### config.mk
export PLATFORM = sky130hd
export DESIGN_NAME = ssc_sequencer
export DESIGN_NICKNAME = d
export VERILOG_FILES = /design/src/verilog/ssc_pkg.sv /design/src/verilog/ssc_delay_timer.sv /design/src/verilog/ssc_phase_map.sv /design/src/verilog/ssc_sequencer.sv
export SDC_FILE = /design/constraint.sdc
export NUM_CORES = 1
export LEC_CHECK = 0
export ABC_CLOCK_PERIOD_IN_PS = 5700
export BUFFER_PORTS_ARGS = -buffer_cell sky130_fd_sc_hd__buf_2
export CAP_MARGIN = 20
export CORE_ASPECT_RATIO = 0.8
export CORE_UTILIZATION = 45
export DETAILED_ROUTE_END_ITERATION = 8
export GPL_ROUTABILITY_DRIVEN = 1
export PLACE_DENSITY = 0.66
export SYNTH_ARGS = -nofsm -noshare
export SYNTH_HDL_FRONTEND = slang
export SYNTH_SLANG_ARGS = --single-unit
### constraint.sdc
create_clock -name clk -period 5.7 [get_ports clk]
set_clock_uncertainty 0.15 [all_clocks]
set_input_delay 0.285 -clock clk [delete_from_list [all_inputs] [get_ports clk]]
set_output_delay 0.285 -clock clk [all_outputs]
set_load 0.01 [all_outputs]
### src/verilog/ssc_pkg.sv
/*
 Constants, field layouts and carrier types for the sensor serial clock sequencer.
 Assumes a 10 MHz system clock; all sensor delays are counted in its cycles.
*/
`default_nettype none
package ssc_pkg;

   localparam int CLK_NS = 100;

   // Least times round up to whole cycles, never below one
   function automatic int min_cycles(input int ns);
      int c;
      c = (ns + CLK_NS - 1) / CLK_NS;
      return (c < 1) ? 1 : c;
   endfunction : min_cycles

   localparam int LINE_XFER_NS   = 45000;
   localparam int IMG_OVERLAP_NS = 5000;
   localparam int SER_TO_IMG_NS  = 5000;
   localparam int IMG_TO_SER_NS  = 5000;
   localparam int SER_PERIOD_NS  = 200;
   localparam int SER_TO_DUMP_NS = 5000;
   localparam int DUMP_TO_SER_NS = 5000;
   localparam int DUMP_WIDTH_NS  = 5000;
   localparam int SER_OVERLAP_NS = 10;
   localparam int RESET_WIDTH_NS = 125;

   localparam logic [15:0] LINE_XFER_CYC   = 16'(min_cycles(LINE_XFER_NS));
   localparam logic [15:0] IMG_OVERLAP_CYC = 16'(min_cycles(IMG_OVERLAP_NS));
   localparam logic [15:0] SER_TO_IMG_CYC  = 16'(min_cycles(SER_TO_IMG_NS));
   localparam logic [15:0] IMG_TO_SER_CYC  = 16'(min_cycles(IMG_TO_SER_NS));
   localparam logic [15:0] SER_PERIOD_CYC  = 16'(min_cycles(SER_PERIOD_NS));
   localparam logic [15:0] SER_TO_DUMP_CYC = 16'(min_cycles(SER_TO_DUMP_NS));
   localparam logic [15:0] DUMP_TO_SER_CYC = 16'(min_cycles(DUMP_TO_SER_NS));
   localparam logic [15:0] DUMP_WIDTH_CYC  = 16'(min_cycles(DUMP_WIDTH_NS));
   localparam logic [15:0] SER_OVERLAP_CYC = 16'(min_cycles(SER_OVERLAP_NS));
   localparam logic [15:0] RESET_WIDTH_CYC = 16'(min_cycles(RESET_WIDTH_NS));

   // One pixel is eight ticks; bit n of a mask is the level in tick n
   localparam logic [2:0] PIX_LAST_TICK = 3'h7;
   localparam logic [7:0] SER_A_MASK    = 8'h0f;
   localparam logic [7:0] SER_B_MASK    = 8'h18;
   localparam logic [7:0] SER_C_MASK    = 8'hf1;
   localparam logic [7:0] RST_M1_MASK   = 8'h60;
   localparam logic [7:0] RST_M2_MASK   = 8'h06;
   localparam logic [11:0] ELEC12_MASK  = 12'h6db;

   // Image phase pattern per step, step 0 in the low nibble
   localparam logic [31:0] IMG_SEQ      = 32'h198c4623;
   localparam logic [3:0]  IMG_REST     = 4'h1;
   localparam logic [2:0]  IMG_LAST     = 3'h7;

   localparam logic [7:0] REG_CTRL      = 8'h00;
   localparam logic [7:0] REG_CFG       = 8'h04;
   localparam logic [7:0] REG_LINES     = 8'h08;
   localparam logic [7:0] REG_PIXELS    = 8'h0c;
   localparam logic [7:0] REG_STATUS    = 8'h10;

   localparam int CTRL_START_BIT  = 0;
   localparam int CFG_DIR_LSB     = 0;
   localparam int CFG_MODE2_BIT   = 4;
   localparam int CFG_SUM_LSB     = 8;
   localparam int CFG_DUMP_LSB    = 16;
   localparam int STAT_BUSY_BIT   = 0;
   localparam int STAT_LINE_LSB   = 16;

   localparam logic [11:0] LINES_RESET  = 12'h010;
   localparam logic [11:0] PIXELS_RESET = 12'h010;

   typedef enum logic [2:0] {
      SSC_IDLE      = 3'b000,
      SSC_PRE_IMG   = 3'b001,
      SSC_IMG       = 3'b010,
      SSC_POST_IMG  = 3'b011,
      SSC_DUMP_PRE  = 3'b100,
      SSC_DUMP_ON   = 3'b101,
      SSC_DUMP_POST = 3'b110,
      SSC_READ      = 3'b111
   } ssc_state_t;

   typedef struct packed {
      logic [3:0]  image_phase;
      logic [11:0] serial_elec;
      logic [3:0]  summing_well_gate;
      logic        output_gate;
      logic        dump_gate;
      logic        reset_pulse;
   } ssc_pins_t;

   typedef struct packed {
      logic [3:0]  dir;
      logic        mode2;
      logic [7:0]  sum_count;
      logic [11:0] dump_lines;
      logic [11:0] line_count;
      logic [11:0] pixel_count;
   } ssc_cfg_t;

   function automatic logic [3:0] img_pattern(input logic [2:0] step);
      return IMG_SEQ[4*step +: 4];
   endfunction : img_pattern

   function automatic logic [15:0] sat_inc(input logic [15:0] v);
      return (v == 16'hffff) ? v : v + 16'h0001;
   endfunction : sat_inc

endpackage : ssc_pkg
`default_nettype wire

### src/verilog/ssc_delay_timer.sv
/*
 Down counter that times one wait of the sequencer.
 Assumes start is a one-cycle pulse from logic on the same clock.
*/
`timescale 1ns/100ps
`default_nettype none
module ssc_delay_timer (
   input  wire logic        clk,
   input  wire logic        rst,
   input  wire logic        start,
   input  wire logic [15:0] load,
   output logic             expired
);

   logic [15:0] count;

   always_ff @(posedge clk or posedge rst)
   begin
      if (rst)
         count <= 16'h0000;
      else if (start)
         count <= load;
      else if (count != 16'h0000)
         count <= count - 16'h0001;
   end

   // Masked while loading so a stale zero never ends the new wait early
   assign expired = (count == 16'h0000) && !start;

endmodule : ssc_delay_timer
`default_nettype wire

### src/verilog/ssc_phase_map.sv
/*
 Routes the three serial phases onto the electrodes of four register half-sections.
 Assumes dir is stable during a frame.
*/
`timescale 1ns/100ps
`default_nettype none
module ssc_phase_map (
   input  wire logic [2:0]  ph,
   input  wire logic [3:0]  dir,
   output logic      [11:0] elec
);

   // Per section: bit0 electrode 1, bit1 electrode 2, bit2 electrode 3
   always_comb
   begin
      for (int s = 0; s < 4; s++)
      begin
         elec[3*s +: 3] = dir[s] ? {ph[2], ph[0], ph[1]} : {ph[2], ph[1], ph[0]};
      end
   end

endmodule : ssc_phase_map
`default_nettype wire

### src/verilog/ssc_sequencer.sv
/*
 Camera timing generator for a four-output image sensor: image and serial clock
 phases, summing well, output gate, dump gate and output reset, under APB control.
 Assumes a 10 MHz clock, an APB master on the same clock, and that the pin bundle
 feeds clock drivers whose edges follow the register outputs.
*/
// The APB interface to the registers and the register addresses were left to the implementer.
`timescale 1ns/100ps
`default_nettype none
module ssc_sequencer (
   input  wire logic        clk,
   input  wire logic        rst,
   input  wire logic        psel,
   input  wire logic        penable,
   input  wire logic        pwrite,
   input  wire logic [7:0]  paddr,
   input  wire logic [31:0] pwdata,
   output logic      [31:0] prdata,
   output logic             pready,
   output logic             pslverr,
   output var ssc_pkg::ssc_pins_t pins
);

   ssc_pkg::ssc_state_t state;
   ssc_pkg::ssc_cfg_t   cfg;
   ssc_pkg::ssc_cfg_t   act;
   ssc_pkg::ssc_pins_t  next_pins;
   logic [2:0]          ph;
   logic [2:0]          next_ph;
   logic [11:0]         next_elec;
   logic [2:0]          step;
   logic [2:0]          tick;
   logic [11:0]         line_idx;
   logic [11:0]         pix_idx;
   logic [7:0]          sum_idx;
   logic                tmr_start;
   logic [15:0]         tmr_load;
   logic                tmr_done;
   logic [31:0]         rd_word;
   logic                addr_hit;
   logic                apb_wr;
   logic                go;
   logic                last_line;
   logic                last_pix;
   logic                sw_level;

   // Register bus: one wait-free access phase, pready from a flop
   always_comb
   begin
      rd_word  = 32'h0000_0000;
      addr_hit = 1'b1;
      if (paddr == ssc_pkg::REG_CTRL)
         rd_word = 32'h0000_0000;
      else if (paddr == ssc_pkg::REG_CFG)
      begin
         rd_word[ssc_pkg::CFG_DIR_LSB +: 4]   = cfg.dir;
         rd_word[ssc_pkg::CFG_MODE2_BIT]      = cfg.mode2;
         rd_word[ssc_pkg::CFG_SUM_LSB +: 8]   = cfg.sum_count;
         rd_word[ssc_pkg::CFG_DUMP_LSB +: 12] = cfg.dump_lines;
      end
      else if (paddr == ssc_pkg::REG_LINES)
         rd_word[11:0] = cfg.line_count;
      else if (paddr == ssc_pkg::REG_PIXELS)
         rd_word[11:0] = cfg.pixel_count;
      else if (paddr == ssc_pkg::REG_STATUS)
      begin
         rd_word[ssc_pkg::STAT_BUSY_BIT]       = (state != ssc_pkg::SSC_IDLE);
         rd_word[ssc_pkg::STAT_LINE_LSB +: 12] = line_idx;
      end
      else
         addr_hit = 1'b0;
   end

   always_ff @(posedge clk or posedge rst)
   begin
      if (rst)
      begin
         pready  <= 1'b0;
         prdata  <= 32'h0000_0000;
         pslverr <= 1'b0;
      end
      else
      begin
         pready <= psel && !penable;
         if (psel && !penable)
         begin
            prdata  <= pwrite ? 32'h0000_0000 : rd_word;
            pslverr <= !addr_hit;
         end
      end
   end

   assign apb_wr = psel && penable && pready && pwrite && !pslverr;
   assign go     = apb_wr && (paddr == ssc_pkg::REG_CTRL)
                   && pwdata[ssc_pkg::CTRL_START_BIT] && (state == ssc_pkg::SSC_IDLE);

   always_ff @(posedge clk or posedge rst)
   begin
      if (rst)
      begin
         cfg.dir         <= 4'h0;
         cfg.mode2       <= 1'b0;
         cfg.sum_count   <= 8'h00;
         cfg.dump_lines  <= 12'h000;
         cfg.line_count  <= ssc_pkg::LINES_RESET;
         cfg.pixel_count <= ssc_pkg::PIXELS_RESET;
      end
      else if (apb_wr)
      begin
         if (paddr == ssc_pkg::REG_CFG)
         begin
            cfg.dir        <= pwdata[ssc_pkg::CFG_DIR_LSB +: 4];
            cfg.mode2      <= pwdata[ssc_pkg::CFG_MODE2_BIT];
            cfg.sum_count  <= pwdata[ssc_pkg::CFG_SUM_LSB +: 8];
            cfg.dump_lines <= pwdata[ssc_pkg::CFG_DUMP_LSB +: 12];
         end
         else if (paddr == ssc_pkg::REG_LINES)
            cfg.line_count <= pwdata[11:0];
         else if (paddr == ssc_pkg::REG_PIXELS)
            cfg.pixel_count <= pwdata[11:0];
      end
   end

   ssc_delay_timer u_timer (
      .clk     (clk),
      .rst     (rst),
      .start   (tmr_start),
      .load    (tmr_load),
      .expired (tmr_done)
   );

   assign last_line = (line_idx == act.line_count - 12'h001);
   assign last_pix  = (pix_idx == act.pixel_count - 12'h001);

   // Frame sequence; every wait is a loaded count of system clocks
   always_ff @(posedge clk or posedge rst)
   begin
      if (rst)
      begin
         state     <= ssc_pkg::SSC_IDLE;
         act       <= '0;
         tmr_start <= 1'b0;
         tmr_load  <= 16'h0000;
         step      <= 3'h0;
         tick      <= 3'h0;
         line_idx  <= 12'h000;
         pix_idx   <= 12'h000;
         sum_idx   <= 8'h00;
      end
      else
      begin
         tmr_start <= 1'b0;
         case (state)
            ssc_pkg::SSC_IDLE:
               if (go)
               begin
                  act       <= cfg;
                  line_idx  <= 12'h000;
                  state     <= ssc_pkg::SSC_PRE_IMG;
                  tmr_start <= 1'b1;
                  tmr_load  <= ssc_pkg::SER_TO_IMG_CYC;
               end
            ssc_pkg::SSC_PRE_IMG:
               if (tmr_done)
               begin
                  state     <= ssc_pkg::SSC_IMG;
                  step      <= 3'h0;
                  tmr_start <= 1'b1;
                  tmr_load  <= ssc_pkg::IMG_OVERLAP_CYC;
               end
            ssc_pkg::SSC_IMG:
               if (tmr_done)
               begin
                  tmr_start <= 1'b1;
                  if (step == ssc_pkg::IMG_LAST)
                  begin
                     state    <= ssc_pkg::SSC_POST_IMG;
                     tmr_load <= ssc_pkg::IMG_TO_SER_CYC;
                  end
                  else
                  begin
                     step     <= step + 3'h1;
                     tmr_load <= ssc_pkg::IMG_OVERLAP_CYC;
                  end
               end
            ssc_pkg::SSC_POST_IMG:
               if (tmr_done)
               begin
                  if (line_idx < act.dump_lines)
                  begin
                     state     <= ssc_pkg::SSC_DUMP_PRE;
                     tmr_start <= 1'b1;
                     tmr_load  <= ssc_pkg::SER_TO_DUMP_CYC;
                  end
                  else
                  begin
                     state   <= ssc_pkg::SSC_READ;
                     tick    <= 3'h0;
                     pix_idx <= 12'h000;
                     sum_idx <= 8'h00;
                  end
               end
            ssc_pkg::SSC_DUMP_PRE:
               if (tmr_done)
               begin
                  state     <= ssc_pkg::SSC_DUMP_ON;
                  tmr_start <= 1'b1;
                  tmr_load  <= ssc_pkg::DUMP_WIDTH_CYC;
               end
            ssc_pkg::SSC_DUMP_ON:
               if (tmr_done)
               begin
                  state     <= ssc_pkg::SSC_DUMP_POST;
                  tmr_start <= 1'b1;
                  tmr_load  <= ssc_pkg::DUMP_TO_SER_CYC;
               end
            ssc_pkg::SSC_DUMP_POST:
               if (tmr_done)
               begin
                  // A dumped line is not read out
                  if (last_line)
                     state <= ssc_pkg::SSC_IDLE;
                  else
                  begin
                     line_idx  <= line_idx + 12'h001;
                     state     <= ssc_pkg::SSC_PRE_IMG;
                     tmr_start <= 1'b1;
                     tmr_load  <= ssc_pkg::SER_TO_IMG_CYC;
                  end
               end
            ssc_pkg::SSC_READ:
            begin
               tick <= tick + 3'h1;
               if (tick == ssc_pkg::PIX_LAST_TICK)
               begin
                  pix_idx <= pix_idx + 12'h001;
                  if (act.sum_count != 8'h00)
                     sum_idx <= (sum_idx == act.sum_count) ? 8'h00 : sum_idx + 8'h01;
                  if (last_pix)
                  begin
                     if (last_line)
                        state <= ssc_pkg::SSC_IDLE;
                     else
                     begin
                        line_idx  <= line_idx + 12'h001;
                        state     <= ssc_pkg::SSC_PRE_IMG;
                        tmr_start <= 1'b1;
                        tmr_load  <= ssc_pkg::SER_TO_IMG_CYC;
                     end
                  end
               end
            end
            default:
               state <= ssc_pkg::SSC_IDLE;
         endcase
      end
   end

   // Summing well level for the current tick
   always_comb
   begin
      if (act.mode2)
         sw_level = 1'b0;
      else if (state == ssc_pkg::SSC_READ && act.sum_count != 8'h00 && sum_idx < act.sum_count)
         sw_level = 1'b1;
      else
         sw_level = next_ph[2];
   end

   always_comb
   begin
      next_ph   = 3'b000;
      next_pins = '0;
      next_pins.image_phase = ssc_pkg::IMG_REST;
      case (state)
         ssc_pkg::SSC_PRE_IMG, ssc_pkg::SSC_POST_IMG:
            next_ph = 3'b011;
         ssc_pkg::SSC_IMG:
         begin
            next_ph = 3'b011;
            next_pins.image_phase = ssc_pkg::img_pattern(step);
         end
         ssc_pkg::SSC_DUMP_ON:
            next_pins.dump_gate = 1'b1;
         ssc_pkg::SSC_READ:
         begin
            // Short B pulse widens the A and C sampling windows
            next_ph = {ssc_pkg::SER_C_MASK[tick], ssc_pkg::SER_B_MASK[tick],
                       ssc_pkg::SER_A_MASK[tick]};
            // Mode 2 dumps charge on the B fall, so reset moves ahead of it
            next_pins.reset_pulse = act.mode2 ? ssc_pkg::RST_M2_MASK[tick]
                                              : ssc_pkg::RST_M1_MASK[tick];
         end
         default:
            next_ph = 3'b000;
      endcase
      next_pins.serial_elec       = next_elec;
      next_pins.summing_well_gate = {4{sw_level}};
      next_pins.output_gate       = act.mode2;
   end

   ssc_phase_map u_map (
      .ph   (next_ph),
      .dir  (act.dir),
      .elec (next_elec)
   );

   always_ff @(posedge clk or posedge rst)
   begin
      if (rst)
      begin
         // Image phases rest from reset on, so release shows no false image edge
         pins             <= '0;
         pins.image_phase <= ssc_pkg::IMG_REST;
         ph               <= 3'b000;
      end
      else
      begin
         pins <= next_pins;
         ph   <= next_ph;
      end
   end

   // Cycle distances between pin events, read only by the checks below
   logic [3:0]  img_prev;
   logic [11:0] ser_prev;
   logic        dg_prev;
   logic [15:0] img_quiet;
   logic [15:0] ser_quiet;
   logic [15:0] dg_quiet;
   logic [15:0] a_quiet;
   logic [15:0] lx_cnt;

   always_ff @(posedge clk or posedge rst)
   begin
      if (rst)
      begin
         img_prev  <= ssc_pkg::IMG_REST;
         ser_prev  <= 12'h000;
         dg_prev   <= 1'b0;
         img_quiet <= 16'hffff;
         ser_quiet <= 16'hffff;
         dg_quiet  <= 16'hffff;
         a_quiet   <= 16'hffff;
         lx_cnt    <= 16'h0000;
      end
      else
      begin
         img_prev  <= pins.image_phase;
         ser_prev  <= pins.serial_elec;
         dg_prev   <= pins.dump_gate;
         img_quiet <= (pins.image_phase != img_prev) ? 16'h0001 : ssc_pkg::sat_inc(img_quiet);
         ser_quiet <= (pins.serial_elec != ser_prev) ? 16'h0001 : ssc_pkg::sat_inc(ser_quiet);
         dg_quiet  <= (pins.dump_gate != dg_prev) ? 16'h0001 : ssc_pkg::sat_inc(dg_quiet);
         a_quiet   <= (ph[0] && !ser_prev[0] && !act.dir[0]) ? 16'h0001
                      : ssc_pkg::sat_inc(a_quiet);
         lx_cnt    <= (state == ssc_pkg::SSC_PRE_IMG || state == ssc_pkg::SSC_IMG
                       || state == ssc_pkg::SSC_POST_IMG) ? ssc_pkg::sat_inc(lx_cnt) : 16'h0000;
      end
   end

   chk_img_overlap: assert property (@(posedge clk) disable iff (rst)
      (pins.image_phase != img_prev) |-> (img_quiet >= ssc_pkg::IMG_OVERLAP_CYC))
      else $error("image phase edges closer than the overlap time");

   chk_serial_to_image: assert property (@(posedge clk) disable iff (rst)
      ((pins.image_phase & ~img_prev) != 4'h0) |-> (ser_quiet >= ssc_pkg::SER_TO_IMG_CYC))
      else $error("image phase rose too soon after serial stop");

   chk_image_to_serial: assert property (@(posedge clk) disable iff (rst)
      (pins.serial_elec != ser_prev) |-> (img_quiet >= ssc_pkg::IMG_TO_SER_CYC))
      else $error("serial clocks restarted too soon after image fall");

   chk_dump_lead: assert property (@(posedge clk) disable iff (rst)
      (pins.dump_gate && !dg_prev) |-> (ser_quiet >= ssc_pkg::SER_TO_DUMP_CYC))
      else $error("dump gate rose too soon after serial fall");

   chk_dump_trail: assert property (@(posedge clk) disable iff (rst)
      ((pins.serial_elec & ~ser_prev) != 12'h000) |-> (dg_quiet >= ssc_pkg::DUMP_TO_SER_CYC))
      else $error("serial clock rose too soon after dump fall");

   chk_reset_width: assert property (@(posedge clk) disable iff (rst)
      $rose(pins.reset_pulse) |=> pins.reset_pulse ##1 !pins.reset_pulse)
      else $error("reset pulse not two cycles wide");

   chk_phase_overlap: assert property (@(posedge clk) disable iff (rst)
      (state == ssc_pkg::SSC_READ && $fell(ph[0])) |-> (ph[1] && $past(ph[1])))
      else $error("phase B does not overlap the fall of phase A");

   chk_ser_period: assert property (@(posedge clk) disable iff (rst)
      (ph[0] && !ser_prev[0] && !act.dir[0] && state == ssc_pkg::SSC_READ)
      |-> (a_quiet >= ssc_pkg::SER_PERIOD_CYC))
      else $error("serial period below minimum");

   chk_phase_route: assert property (@(posedge clk) disable iff (rst)
      (state != ssc_pkg::SSC_IDLE) |=> (pins.serial_elec[2:0] ==
         ($past(act.dir[0]) ? {ph[2], ph[0], ph[1]} : {ph[2], ph[1], ph[0]})))
      else $error("serial phases routed to wrong electrodes");

   chk_transfer_hold: assert property (@(posedge clk) disable iff (rst)
      (state == ssc_pkg::SSC_IMG) |=> ((pins.serial_elec & ssc_pkg::ELEC12_MASK)
                                       == ssc_pkg::ELEC12_MASK))
      else $error("electrodes 1 and 2 low during line transfer");

   chk_sw_follow: assert property (@(posedge clk) disable iff (rst)
      (state == ssc_pkg::SSC_READ && !act.mode2 && act.sum_count == 8'h00)
      |=> (pins.summing_well_gate == {4{ph[2]}}))
      else $error("summing well not following phase C");

   chk_mode2_gates: assert property (@(posedge clk) disable iff (rst)
      (state == ssc_pkg::SSC_READ && act.mode2)
      |=> (pins.output_gate && pins.summing_well_gate == 4'h0))
      else $error("mode 2 gate levels wrong");

   chk_line_time: assert property (@(posedge clk) disable iff (rst)
      (state == ssc_pkg::SSC_POST_IMG && tmr_done) |-> (lx_cnt >= ssc_pkg::LINE_XFER_CYC))
      else $error("line transfer shorter than minimum");

endmodule : ssc_sequencer
`default_nettype wire
Word level (Yosys, flattened, before mapping)

Memories as Yosys holds them, arrays and structs flattened.
Index checks and enable logic that the tools add are counted.

$add $sub $neg: 8
Magnitude comparators: 3
Eq/ne operators: 31
Shifts and indexed selects: 1
Mux-type cells: 91
Bitwise operators: 2
Reductions and logical operators: 38

Operators with widths:

| cell                    | count |
|---|---|
| $mux 16                 | 10 |
| $mux 12                 | 13 |
| $pmux 16 s5             | 1 |
| $mux 28                 | 2 |
| $mux 3                  | 16 |
| $mux 8                  | 5 |
| $pmux 12 s3             | 1 |
| $shiftx 32x6->4 const A | 1 |
| $ne 2x2->1 const B      | 14 |
| $mux 1                  | 26 |
| $add 12x1->12 const B   | 2 |
| $eq 12x12->1            | 2 |
| $pmux 12 s2             | 1 |
| $pmux 3 s8              | 1 |
| $sub 12x1->12 const B   | 2 |
| $eq 3x3->1 const B      | 6 |
| $pmux 3 s2              | 3 |
| $eq 8x4->1 const B      | 2 |
| $logic_not 16->1        | 1 |
| $pmux 8 s2              | 1 |
| $reduce_bool 16->1      | 1 |
| $sub 16x1->16 const B   | 1 |
| $lt 12x12->1            | 1 |
| $mux 4                  | 3 |
| 30 further kinds        | 58 |

Bits in registers: 226
Bits in read-only memories: 40
Input bits: 45
Output and inout bits: 57
Word-level logic and storage cells: 209
Memories kept: 5

Memories:

| memory           | depth | bits a word | read ports | clocked after Yosys merged registers in | wr ports | line                 | RTL |
|---|---|---|---|---|---|---|---|
| (name not given) | 8     | 1           | 1          | 0                                       | 0        | ssc_sequencer.sv:292 | `: ssc_pkg::RST_M1_MASK[tick];` |
| (name not given) | 8     | 1           | 1          | 0                                       | 0        | ssc_sequencer.sv:291 | `next_pins.reset_pulse = act.mode2 ? ssc_pkg::RST_M2_MASK[tick]` |
| (name not given) | 8     | 1           | 1          | 0                                       | 0        | ssc_sequencer.sv:289 | `ssc_pkg::SER_A_MASK[tick]};` |
| (name not given) | 8     | 1           | 1          | 0                                       | 0        | ssc_sequencer.sv:288 | `next_ph = {ssc_pkg::SER_C_MASK[tick], ssc_pkg::SER_B_MASK[tick],` |
| (name not given) | 8     | 1           | 1          | 0                                       | 0        | ssc_sequencer.sv:288 |  |

Depth between registers and ports, before layout

Gate-level depths: netlist (run 1).

Depth in word-level cells: 9
Mapped depth: 12
Depth with buffers taken out: 10

Modules after synthesis

From an unflattened synthesis (run 1), not the netlist that was laid out.

Cells, all modules: 1074
Area total of the unflattened synthesis: 10583.9 um^2

Modules (own cells, without submodules):

| module          | instances | cells an instance | area each (um^2) | seq. area each (um^2) |
|---|---|---|---|---|
| ssc_sequencer   | 1         | 960               | 9484.1           | 4783.3 |
| ssc_delay_timer | 1         | 102               | 979.7            | 400.4 |
| ssc_phase_map   | 1         | 12                | 120.1            | 0.0 |

Worst setup path after synthesis (run 1)

Ideal clock, no wire load.

Kind: register -> register
Start: register act[14] in the netlist's numbering
End: register line_idx[9]
Library setup time: 0.138 ns
Arrival: 2.818 ns
Data required time: 5.412 ns
Path slack: 2.594 ns
Cell stages (with the launch flop): 11
Buffers on the path: 2
Cell sequence: dfrtp_1 -> clkbuf_1 -> nor4_2 -> nand2_1 -> xnor2_1 -> or4_1 -> or4_1 -> nor2b_1 -> buf_2 -> a31oi_1 -> a31oi_1

Longest elaborated chain between the ends: 6
Elaborated cells on any way between the ends: 7

Ends and longest elaborated chain:

| element                | line                 | RTL |
|---|---|---|
| from (decl)            | ssc_sequencer.sv:26  | `ssc_pkg::ssc_cfg_t act;` |
| from (signal assigned) | ssc_sequencer.sv:157 | `act <= cfg;` |
| $sub 12x1->12 (*)      | ssc_sequencer.sv:132 | `assign last_line = (line_idx == act.line_count - 12'h001);` |
| $eq 12x12->1 (*)       | ssc_sequencer.sv:132 |  |
| $mux 12 (*)            | -                    |  |
| $mux 12 (2 in series)  | -                    |  |
| $pmux 12 s3 (*)        | -                    |  |
| to (signal assigned)   | ssc_sequencer.sv:225 | `line_idx <= line_idx + 12'h001;` |
| to (signal assigned)   | ssc_sequencer.sv:245 | `line_idx <= line_idx + 12'h001;` |
| to (decl)              | ssc_sequencer.sv:33  | `logic [11:0] line_idx;` |

Mark *: on every way between the ends. The rest lies on a longest branch, timed or not. The select of a mux whose other input is x is not followed.
A chain may end at the register's enable or synchronous reset.

Worst setup path after layout (run 1)

Start: register act[15] in the netlist's numbering
End: register line_idx[8]

The elaborated chain is that of the path after synthesis.

==> flow_summary.json, run 1 <==
{
  "status": "completed",
  "min_to": "pslverr",
  "post-cts-setup-buffers": 0,
  "layout_commonest_cell": "dfrtp_1",
  "p_clk_share_pct": 50.3,
  "viasPerCell": 5.45,
  "start_util_pct": 45.9,
  "gr-total-overflow": 0,
  "cp.arrival_ns": 3.90,
  "drive_gt1_share_pct": 25.0,
  "finalHoldViolations": 0,
  "io_pins": 102,
  "setup_tns_ns": 0,
  "htreeDepth": 1,
  "r2r_start": "act[15]",
  "p_sw_mw": 0.650,
  "p_int_mw": 2.45,
  "numPortBuffers": 93,
  "cp-start-kind": "flop",
  "path_class": "flop to flop",
  "seq_area_sq_mm": 0.00511,
  "synth_top_cell_area_share_pct": 48.5,
  "post-dp-hpwl_um": 16400,
  "cts_buffers": 22,
  "crit_required_ns": 5.89,
  "finalWorstSetupSlack_ns": 1.99,
  "max_cap_viol_count": 0,
  "num-fill-cells": 2029,
  "synth_area_leaders": "dfrtp_1, mux2_2, ha_1",
  "gp_congestion": 0.841,
  "multi_input_area_sq_mm": 0.00480,
  "chipHeight_um": 138,
  "clock_latency_ns": 0.50,
  "grt_pass1_wl_um": 38100,
  "crit_chain": "nor4_2, nand2_1, xnor2_1, or4_1, or4_1, nor2b_1, buf_4, o21ai_0, o21ai_0",
  "die_x_um": 172,
  "p_sw_share_pct": 21.0,
  "ant_nets": 0,
  "dp_slack_ns": 2.04,
  "synth_cells": 966,
  "grt_max_degree": 139,
  "fin_crit_sh_pct": 65.1,
  "ys_seq_elements": 204,
  "area_delta_synth_final_pct": 17.2,
  "clk_pin_slew_worst_paths_ns": 0.06,
  "cp_slowest_cell": "nor4_2",
  "drtIter0Drc": 560,
  "wl_per_cell_um": 17.1,
  "drv_slew": 0,
  "layout_common_cells": "dfrtp_1, mux2_2, buf_2",
  "grt_pass1_vias": 7043,
  "syn_avg_cell_area_sq_um": 10.7,
  "dieArea_sq_mm": 0.0236,
  "drt_wl_total_um": 23800,
  "max_clock_freq_mhz": 270,
  "holdCritStartpoint": "paddr[4]",
  "peakVddDrop_v": 0.000185,
  "power.density_mw_per_mm2": 255,
  "r2r_slack_ns": 1.99,
  "p_leak_nw": 5.88,
  "grt_antenna_before_repair": 1,
  "yosysSeqAreaShare_pct": 49.3,
  "clk_path_buf_depth": 3,
  "yosysUniqueCellTypes": 71,
  "n_antenna_cell": 0,
  "setup_viol": 0,
  "vias": 7580,
  "slew_headroom_pct": 31.3,
  "wl_met1_um": 11900,
  "wl_met3_um": 1300,
  "critPathMaxFanout": 11,
  "async_reset_ff_share_pct": 100,
  "cts_root_buf": "clkbuf_16",
  "cp-end-kind": "flop",
  "holdPathStages": 3,
  "hp-class": "primary input to flop",
  "routed.top_layer": "met5",
  "synth_top_cell_by_area": "dfrtp_1",
  "syn_area_sq_mm": 0.0104,
  "r2r-end": "line_idx[8]",
  "remaining_drc_errors": 0,
  "rsz0062_at_grt": "false",
  "synth_flop_cell": "dfrtp_1",
  "drt_first_pass_iters": 6,
  "reg2regPathDepth": 9,
  "floorplan.rows": 49,
  "yosysWarnings": 0,
  "cpPeakStageDelay_ns": 0.67,
  "cts.sinks": 204,
  "grt.total_usage_pct": 20.7,
  "synth_edf_count": 0,
  "pwr-share-seq_pct": 46.9,
  "core_sq_mm": 0.0226,
  "fin_crit_ns": 3.71,
  "combinationalPowerShare_pct": 2.8,
  "nets": 1148,
  "wl_met2_um": 10200,
  "worst_slew_pin_slew_ns": 1.02,
  "tritoncts": "done"
}
==> per-stage QoR <==
stage	hold WS [ns]	std cells	area (sq um)	power (mW)	util, %
detailed placement	0.305	1323	11100	1.55	49.0
CTS	0.0168	1392	12100	3.13	53.8
global route	0.0367	1392	12100	3.20	53.8
floorplan	0.256	969	10400	1.52	-
global placement	0.305	1323	11100	1.55	49.0
finish	0.0377	1392	12100	3.10	53.8
==> sequential cells by signal, summed over array words and instances (netlist names), 3 cells and up <==
register	flops
act	49
cfg	49
line_idx	12
pins	17
pix_idx	12
prdata	28
state	3
step	3
sum_idx	8
tick	3
u_timer.count	16
==> how the worst max path moves through the flow <==
stage,startpoint,end,slack (ns),depth (start not counted)
2_1_floorplan,act[14],line_idx[9],2.59,10
4_1_cts,act[15],line_idx[8],2.03,9
3_5_place_dp,act[15],line_idx[3],2.04,9
6_report,act[15],line_idx[8],1.99,9
5_1_grt,act[15],line_idx[3],1.78,9
3_3_place_gp,act[14],line_idx[8],2.08,9
==> synth_stat cells, drive strengths merged (4+ instances only) <==
master  number
a21o         8
a21oi       28
a222oi      11
a22o         7
a22oi        9
a31oi        7
and2         4
and3        13
buf         15
clkbuf      39
dfrtp      201
ha          33
inv         58
mux2       106
mux2i       11
nand2       69
nand2b      11
nand3       25
nand3b      12
nand4       13
nor2        69
nor2b        6
nor3        16
nor3b        6
nor4        16
o211ai       4
o21ai       51
o31ai        4
or2          4
or3          7
or4         13
xnor2       33
xor2        18
==> power groups by stage <==
| stage | Combinational, mW | Sequential, mW | Clock, mW |
|---|---|---|---|
| 6_report | 0.0864 | 1.45 | 1.56 |
| 3_5_place_dp | 0.0727 | 1.48 | 0 |
| 5_1_grt | 0.0978 | 1.45 | 1.65 |
| 4_1_cts | 0.0881 | 1.45 | 1.59 |
| 3_3_place_gp | 0.0722 | 1.48 | 0 |
| 2_1_floorplan | 0.0395 | 1.48 | 0 |
==> cell type report <==
type | instances | share of cell area (%)
Sequential cell | 204 | 42.1
Inverter | 58 | 1.82
Tap cell | 306 | 3.15
Timing Repair Buffer | 131 | 6.88
Clock inverter | 12 | 1.36
Multi-Input combinational cell | 653 | 39.5
Clock buffer | 28 | 5.22
==> routing by layer <==
layer  vias up  track usage [%]
li1       3635                -
met1      3722             31.5
met2       189             30.5
met3        32             3.56
met4         2             4.32
met5         -                0
==> worst max-delay path: cells and delay by family (launching register included) <==
family / cells / cell delay [ns]
buffers and inverters: 1 / 0.19
AOI/OAI and AO/OA: 2 / 0.49
xor gates and xnor gates: 1 / 0.15
and+or+nand+nor: 5 / 2.12
DFF: 1 / 0.45
==> cells by family (layout without fill, tap and decap cells) <==
kind of cell	Yosys count	after routing	share of synthesized area, %
other cells	1	4	0.0362
mux	117	117	12.6
flops	204	204	49.3
compound gates	156	156	10.4
fa+ha+maj	33	33	3.98
simple gates	292	292	14.9
xor+xnor	51	51	4.31
buf+inv	112	229	4.50
==> timing repair <==
action                    in CTS  in global routing
hold endpoints to repair     114                  0
hold buffers                  29                  0
gates resized for setup        0                  0
Note: power is estimated with default switching activity, not from simulation.
==> inputs of run 2 (changes only) <==
--- a/config.mk
+++ b/config.mk
@@ -5,7 +5,7 @@
 export SDC_FILE = /design/constraint.sdc
 export NUM_CORES = 1
 export LEC_CHECK = 0
-export ABC_CLOCK_PERIOD_IN_PS = 5700
+export ABC_CLOCK_PERIOD_IN_PS = 3200
 export BUFFER_PORTS_ARGS = -buffer_cell sky130_fd_sc_hd__buf_2
 export CAP_MARGIN = 20
 export CORE_ASPECT_RATIO = 0.8
==> constraint.sdc (replaced) <==
create_clock -name clk -period 3.2 [get_ports clk]
set_clock_uncertainty 0.15 [all_clocks]
set_input_delay 0.16 -clock clk [delete_from_list [all_inputs] [get_ports clk]]
set_output_delay 0.16 -clock clk [all_outputs]
set_load 0.01 [all_outputs]
==> run 2 against run 1 <==
Non-clock buffer count rose by 55. First-iteration DRC count rose by 26%. Worst setup slack got worse by 2.0 ns. Total power rose by 76%. Die area did not move. Utilization rose by 2.2 points. Maximum frequency rose by 16%. Sequential power rose by 79%. Clock-buffer cell count rose by 3. Final cell count rose by 4.0%. Combinational power rose by 100%. Global-route usage rose by 0.79 points. Critical endpoint is now line_idx[2]. Largest cell class unchanged.
==> flow_summary.json, run 2 (synthesis gave the netlist of run 1 again) <==
{
  "die_x_um": 172,
  "power.density_mw_per_mm2": 432,
  "tritoncts": "done",
  "worst_slew_pin_slew_ns": 0.762,
  "path_class": "flop to flop",
  "drt_wl_total_um": 24700,
  "p_int_mw": 4.26,
  "seq_area_sq_mm": 0.00511,
  "cts.sinks": 204,
  "drtIter0Drc": 705,
  "crit_required_ns": 3.50,
  "layout_common_cells": "dfrtp_1, mux2_2, buf_2",
  "rsz0062_at_grt": "true",
  "fin_total_pwr_mw": 5.46,
  "crit_top_cell": "or4_4",
  "crit_chain": "or4_4, or4_4, nor4_4, inv_2, o311ai_4, o221ai_4, or4_1, nand2_1",
  "area_delta_synth_final_pct": 21.9,
  "cp-end-kind": "flop",
  "gp_congestion": 0.823,
  "grt_pass1_vias": 7364,
  "max_cap_viol_count": 0,
  "pwr-share-seq_pct": 47.4,
  "numPortBuffers": 93,
  "drt_first_pass_iters": 5,
  "p_sw_share_pct": 21.9,
  "chipHeight_um": 138,
  "nets": 1204,
  "gr-total-overflow": 0,
  "dp_slack_ns": 0.0146,
  "setup_viol": 0,
  "grt_pass1_wl_um": 39700,
  "remaining_drc_errors": 0,
  "htreeDepth": 1,
  "n_antenna_cell": 0,
  "slew_headroom_pct": 49.2,
  "drv_slew": 0,
  "ant_nets": 0,
  "status": "completed",
  "hp-class": "primary input to flop",
  "fin_crit_ns": 3.20,
  "clk_path_buf_depth": 3,
  "io_pins": 102,
  "viasPerCell": 5.41,
  "grt_max_degree": 52,
  "finalWorstSetupSlack_ns": 0.00182,
  "cpPeakStageDelay_ns": 0.57,
  "p_clk_share_pct": 49.4,
  "grt.total_usage_pct": 21.5,
  "dieArea_sq_mm": 0.0236,
  "clock_latency_ns": 0.51,
  "place_inst": 1366,
  "start_util_pct": 45.9,
  "cp-start-kind": "flop",
  "floorplan.rows": 49,
  "layout_commonest_cell": "dfrtp_1",
  "vias": 7840,
  "cts_root_buf": "clkbuf_16",
  "finalHoldViolations": 0,
  "cp_slowest_cell": "or4_4",
  "num-fill-cells": 1976,
  "reg2regPathDepth": 8,
  "cp.arrival_ns": 3.49,
  "critPathMaxFanout": 5,
  "p_sw_mw": 1.19,
  "multi_input_area_sq_mm": 0.00485,
  "fin_crit_sh_pct": 99.9,
  "clk_pin_slew_worst_paths_ns": 0.06,
  "reg.largest.list": "act x49, cfg x49, prdata x28",
  "holdPathStages": 3,
  "peakVddDrop_v": 0.000303,
  "combinationalPowerShare_pct": 3.2,
  "cts_buffers": 23,
  "dpl_cell_area_sq_mm": 0.0114,
  "max_clock_freq_mhz": 313,
  "core_sq_mm": 0.0226,
  "drive_gt1_share_pct": 28.8,
  "wl_per_cell_um": 17.0,
  "p_leak_nw": 6.16,
  "grt_antenna_before_repair": 0,
  "post-dp-hpwl_um": 17700,
  "design_area_sq_mm": 0.0126,
  "final_util_pct": 56.0,
  "final_cells": 1448
}
-- run 2: per-stage QoR --
stage / hold WS (ns) / setup TNS, ns
3_3_place_gp: 0.241 / 0
5_1_grt: 0.0768 / -0.549
2_1_floorplan: 0.160 / 0
3_5_place_dp: 0.245 / 0
4_1_cts: 0.0235 / 0
6_report: 0.0386 / 0
-- run 2: cell type report --
cell class	count	area share (%)
clock buffer	31	5.19
clock inverter	10	0.951
inverter	58	1.75
multi-input combinational	653	38.4
sequential	204	40.4
tap	306	3.03
timing repair buffer	186	10.3
-- run 2: routing by layer --
layer	vias up	share of wire, %	GRT usage, %
li1	3759	-	-
met5	-	0	0
met3	31	5.0	2.76
met2	217	42	31.4
met4	0	2.0	4.51
met1	3833	51	33.5
-- run 2: worst paths after layout --
| check | startpoint | endpoint | slack, ns |
|---|---|---|---|
| setup / recovery | u_timer.count[5] | line_idx[2] | 0.002 |
| hold / removal | psel | prdata[27] | 0.04 |
| setup reg to reg | u_timer.count[5] | line_idx[2] | 0.002 |
| hold reg to reg | prdata[0] | prdata[0] | 0.32 |
| max in group asynchronous | rst | sum_idx[6] | 1.56 |
| min in group asynchronous | rst | pins[8] | 0.51 |
-- run 2: timing repair --
item / CTS / global route
setup endpoints to repair: 1 / 21
gates resized for setup: 1 / 13
pin swaps: 0 / 7
hold endpoints to repair: 87 / 1
buffers inserted: 0 / 6
hold buffers: 33 / 1
-- run 2: power by group through the flow --
stage / combinational (mW) / clock [mW] / sequential (mW)
after CTS: 0.174 / 2.75 / 2.59
after floorplan: 0.0704 / 0 / 2.64
final: 0.175 / 2.70 / 2.59
after detailed placement: 0.141 / 0 / 2.63
after global routing: 0.196 / 2.84 / 2.59
after global placement: 0.139 / 0 / 2.63
-- run 2: critical path, delay by kind of cell, from the launching register on --
kind	cells	cell delay (ns)
AND/OR/NAND/NOR	5	1.92
flip-flops	1	0.38
AO/OA/AOI/OAI	2	0.58
buffers and inverters	1	0.10
==> inputs of run 3 (changes only) <==
--- a/config.mk
+++ b/config.mk
@@ -5,14 +5,13 @@
 export SDC_FILE = /design/constraint.sdc
 export NUM_CORES = 1
 export LEC_CHECK = 0
-export ABC_CLOCK_PERIOD_IN_PS = 3200
+export ABC_CLOCK_PERIOD_IN_PS = 3580
 export BUFFER_PORTS_ARGS = -buffer_cell sky130_fd_sc_hd__buf_2
 export CAP_MARGIN = 20
 export CORE_ASPECT_RATIO = 0.8
 export CORE_UTILIZATION = 45
 export DETAILED_ROUTE_END_ITERATION = 8
 export GPL_ROUTABILITY_DRIVEN = 1
-export PLACE_DENSITY = 0.66
 export SYNTH_ARGS = -nofsm -noshare
 export SYNTH_HDL_FRONTEND = slang
 export SYNTH_SLANG_ARGS = --single-unit
==> constraint.sdc (replaced) <==
create_clock -name clk -period 3.58 [get_ports clk]
set_clock_uncertainty 0.15 [all_clocks]
set_input_delay 0.179 -clock clk [delete_from_list [all_inputs] [get_ports clk]]
set_output_delay 0.179 -clock clk [all_outputs]
set_load 0.01 [all_outputs]
==> run 3 against run 2 <==
Maximum frequency decreased by 5.5%. Worst setup slack better by 0.19 ns. Via count is 3.0% lower. Largest cell class unchanged.
==> flow_summary.json, run 3 (synthesis gave the netlist of run 1 again) <==
{
  "drt_wl_total_um": 24000,
  "cpPeakStageDelay_ns": 0.59,
  "critPathMaxFanout": 11,
  "crit_chain": "inv_1, ha_1, xor2_1, o211ai_1, a21oi_1, or4_1, or4_1, nor2b_2, o21ai_0, o21ai_0",
  "grt.total_usage_pct": 20.8,
  "final_cells": 1409,
  "slew_headroom_pct": 48.5,
  "gp_congestion": 0.816,
  "core_sq_mm": 0.0226,
  "crit_required_ns": 3.80,
  "status": "completed",
  "finalHoldViolations": 0,
  "tritoncts": "done",
  "dieArea_sq_mm": 0.0236,
  "nets": 1165,
  "hp-class": "primary input to flop",
  "place_inst": 1337,
  "grt.busiest_layer": "met1",
  "htreeDepth": 1,
  "floorplan.rows": 49,
  "start_util_pct": 45.9,
  "grt_util_met2_pct": 29.8,
  "gr-total-overflow": 0,
  "drtIter0Drc": 390,
  "grt_antenna_before_repair": 0,
  "grt_pass1_wl_um": 38300,
  "viasPerCell": 5.40,
  "power.density_mw_per_mm2": 394,
  "dpl_cell_area_sq_mm": 0.0112,
  "clk_path_buf_depth": 3,
  "layout_common_cells": "dfrtp_1, mux2_2, buf_2",
  "io_pins": 102,
  "cts.sinks": 204,
  "met1_usage_pct": 32.9,
  "cp.arrival_ns": 3.60,
  "vias": 7606,
  "rsz0062_at_grt": "false",
  "fin_crit_ns": 3.38,
  "numPortBuffers": 93,
  "path_class": "flop to flop",
  "p_leak_nw": 5.95,
  "ant_nets": 0,
  "hold_ws_ns": 0.0434,
  "area_delta_synth_final_pct": 18.2,
  "cts_root_buf": "clkbuf_16",
  "design_area_sq_mm": 0.0123,
  "post-cts-setup-buffers": 0,
  "post-dp-hpwl_um": 17200,
  "fin_crit_sh_pct": 94.5,
  "grt_pass1_vias": 6903,
  "setup_viol": 0,
  "clock_latency_ns": 0.51,
  "max_cap_viol_count": 0,
  "drive_gt1_share_pct": 25.7,
  "remaining_drc_errors": 0,
  "n_antenna_cell": 0,
  "wl_per_cell_um": 17.0,
  "cp_num_buf_inv": 1,
  "peakVddDrop_v": 0.000282,
  "layout_commonest_cell": "dfrtp_1",
  "cp-start-kind": "flop",
  "setup_tns_ns": 0,
  "drv_slew": 0,
  "cp_slowest_cell": "or4_1",
  "crit_family": "simple AND/OR/NAND/NOR gates",
  "use_met3_pct": 3.48,
  "drt_first_pass_iters": 5,
  "cts_buffers": 23,
  "reg.largest.list": "act x49, cfg x49, prdata x28",
  "max_clock_freq_mhz": 295,
  "grt_max_degree": 83,
  "chipHeight_um": 138,
  "die_x_um": 172,
  "cp-end-kind": "flop",
  "clk_pin_slew_worst_paths_ns": 0.06,
  "worst_slew_pin_slew_ns": 0.770
}
run 3: area by class of cell:
class                      count  area, sq um
clock buffer                  34          677
clock inverter                 7         88.8
fill                        2033        10300
inverter                      58          221
multi-input combinational    653         4800
sequential                   204         5110
tap                          306          383
timing repair buffer         147          973
run 3: worst paths after layout:
path / end / slack [ns] / from / depth (start not counted)
setup / recovery: line_idx[3] / 0.20 / act[12] / 10
hold / removal: prdata[0] / 0.04 / psel / 4
setup reg to reg: line_idx[3] / 0.20 / act[12] / 10
hold reg to reg: prdata[11] / 0.33 / prdata[11] / 2
max in group asynchronous: cfg[4] / 2.21 / rst / 4
min in group asynchronous: pins[17] / 0.18 / rst / 3
run 3: power breakdown:
| part | internal (mW) | switching [mW] |
|---|---|---|
| clock network | 1.45 | 0.926 |
| logic | 0.0535 | 0.0884 |
| registers | 2.31 | 0.00359 |
run 3: timing repair:
item,in CTS,in global routing
hold buffers,31,0
endpoints found under the hold margin,79,0
resized for setup,0,1
endpoints found under the setup margin,0,4
run 3: layer usage:
| metal | vias up | part of all wire (%) |
|---|---|---|
| li1 | 3672 | - |
| met1 | 3739 | 52 |
| met2 | 171 | 42 |
| met3 | 24 | 4.8 |
| met4 | 0 | 1.3 |
| met5 | - | 0 |
run 3: through the flow:
stage	util [%]	total power, mW	worst slack, ns
2_1_floorplan	-	2.42	0.474
3_3_place_gp	49.5	2.47	0.214
3_5_place_dp	49.5	2.47	0.164
4_1_cts	54.3	4.89	0.135
5_1_grt	54.3	5.01	0.00468
6_report	54.3	4.83	0.195
run 3: worst min-delay path: stages:
cell and delay [ns]:
buf_2 0.09, nand2b_1 0.20, nand2_1 0.14, nand2_1 0.04
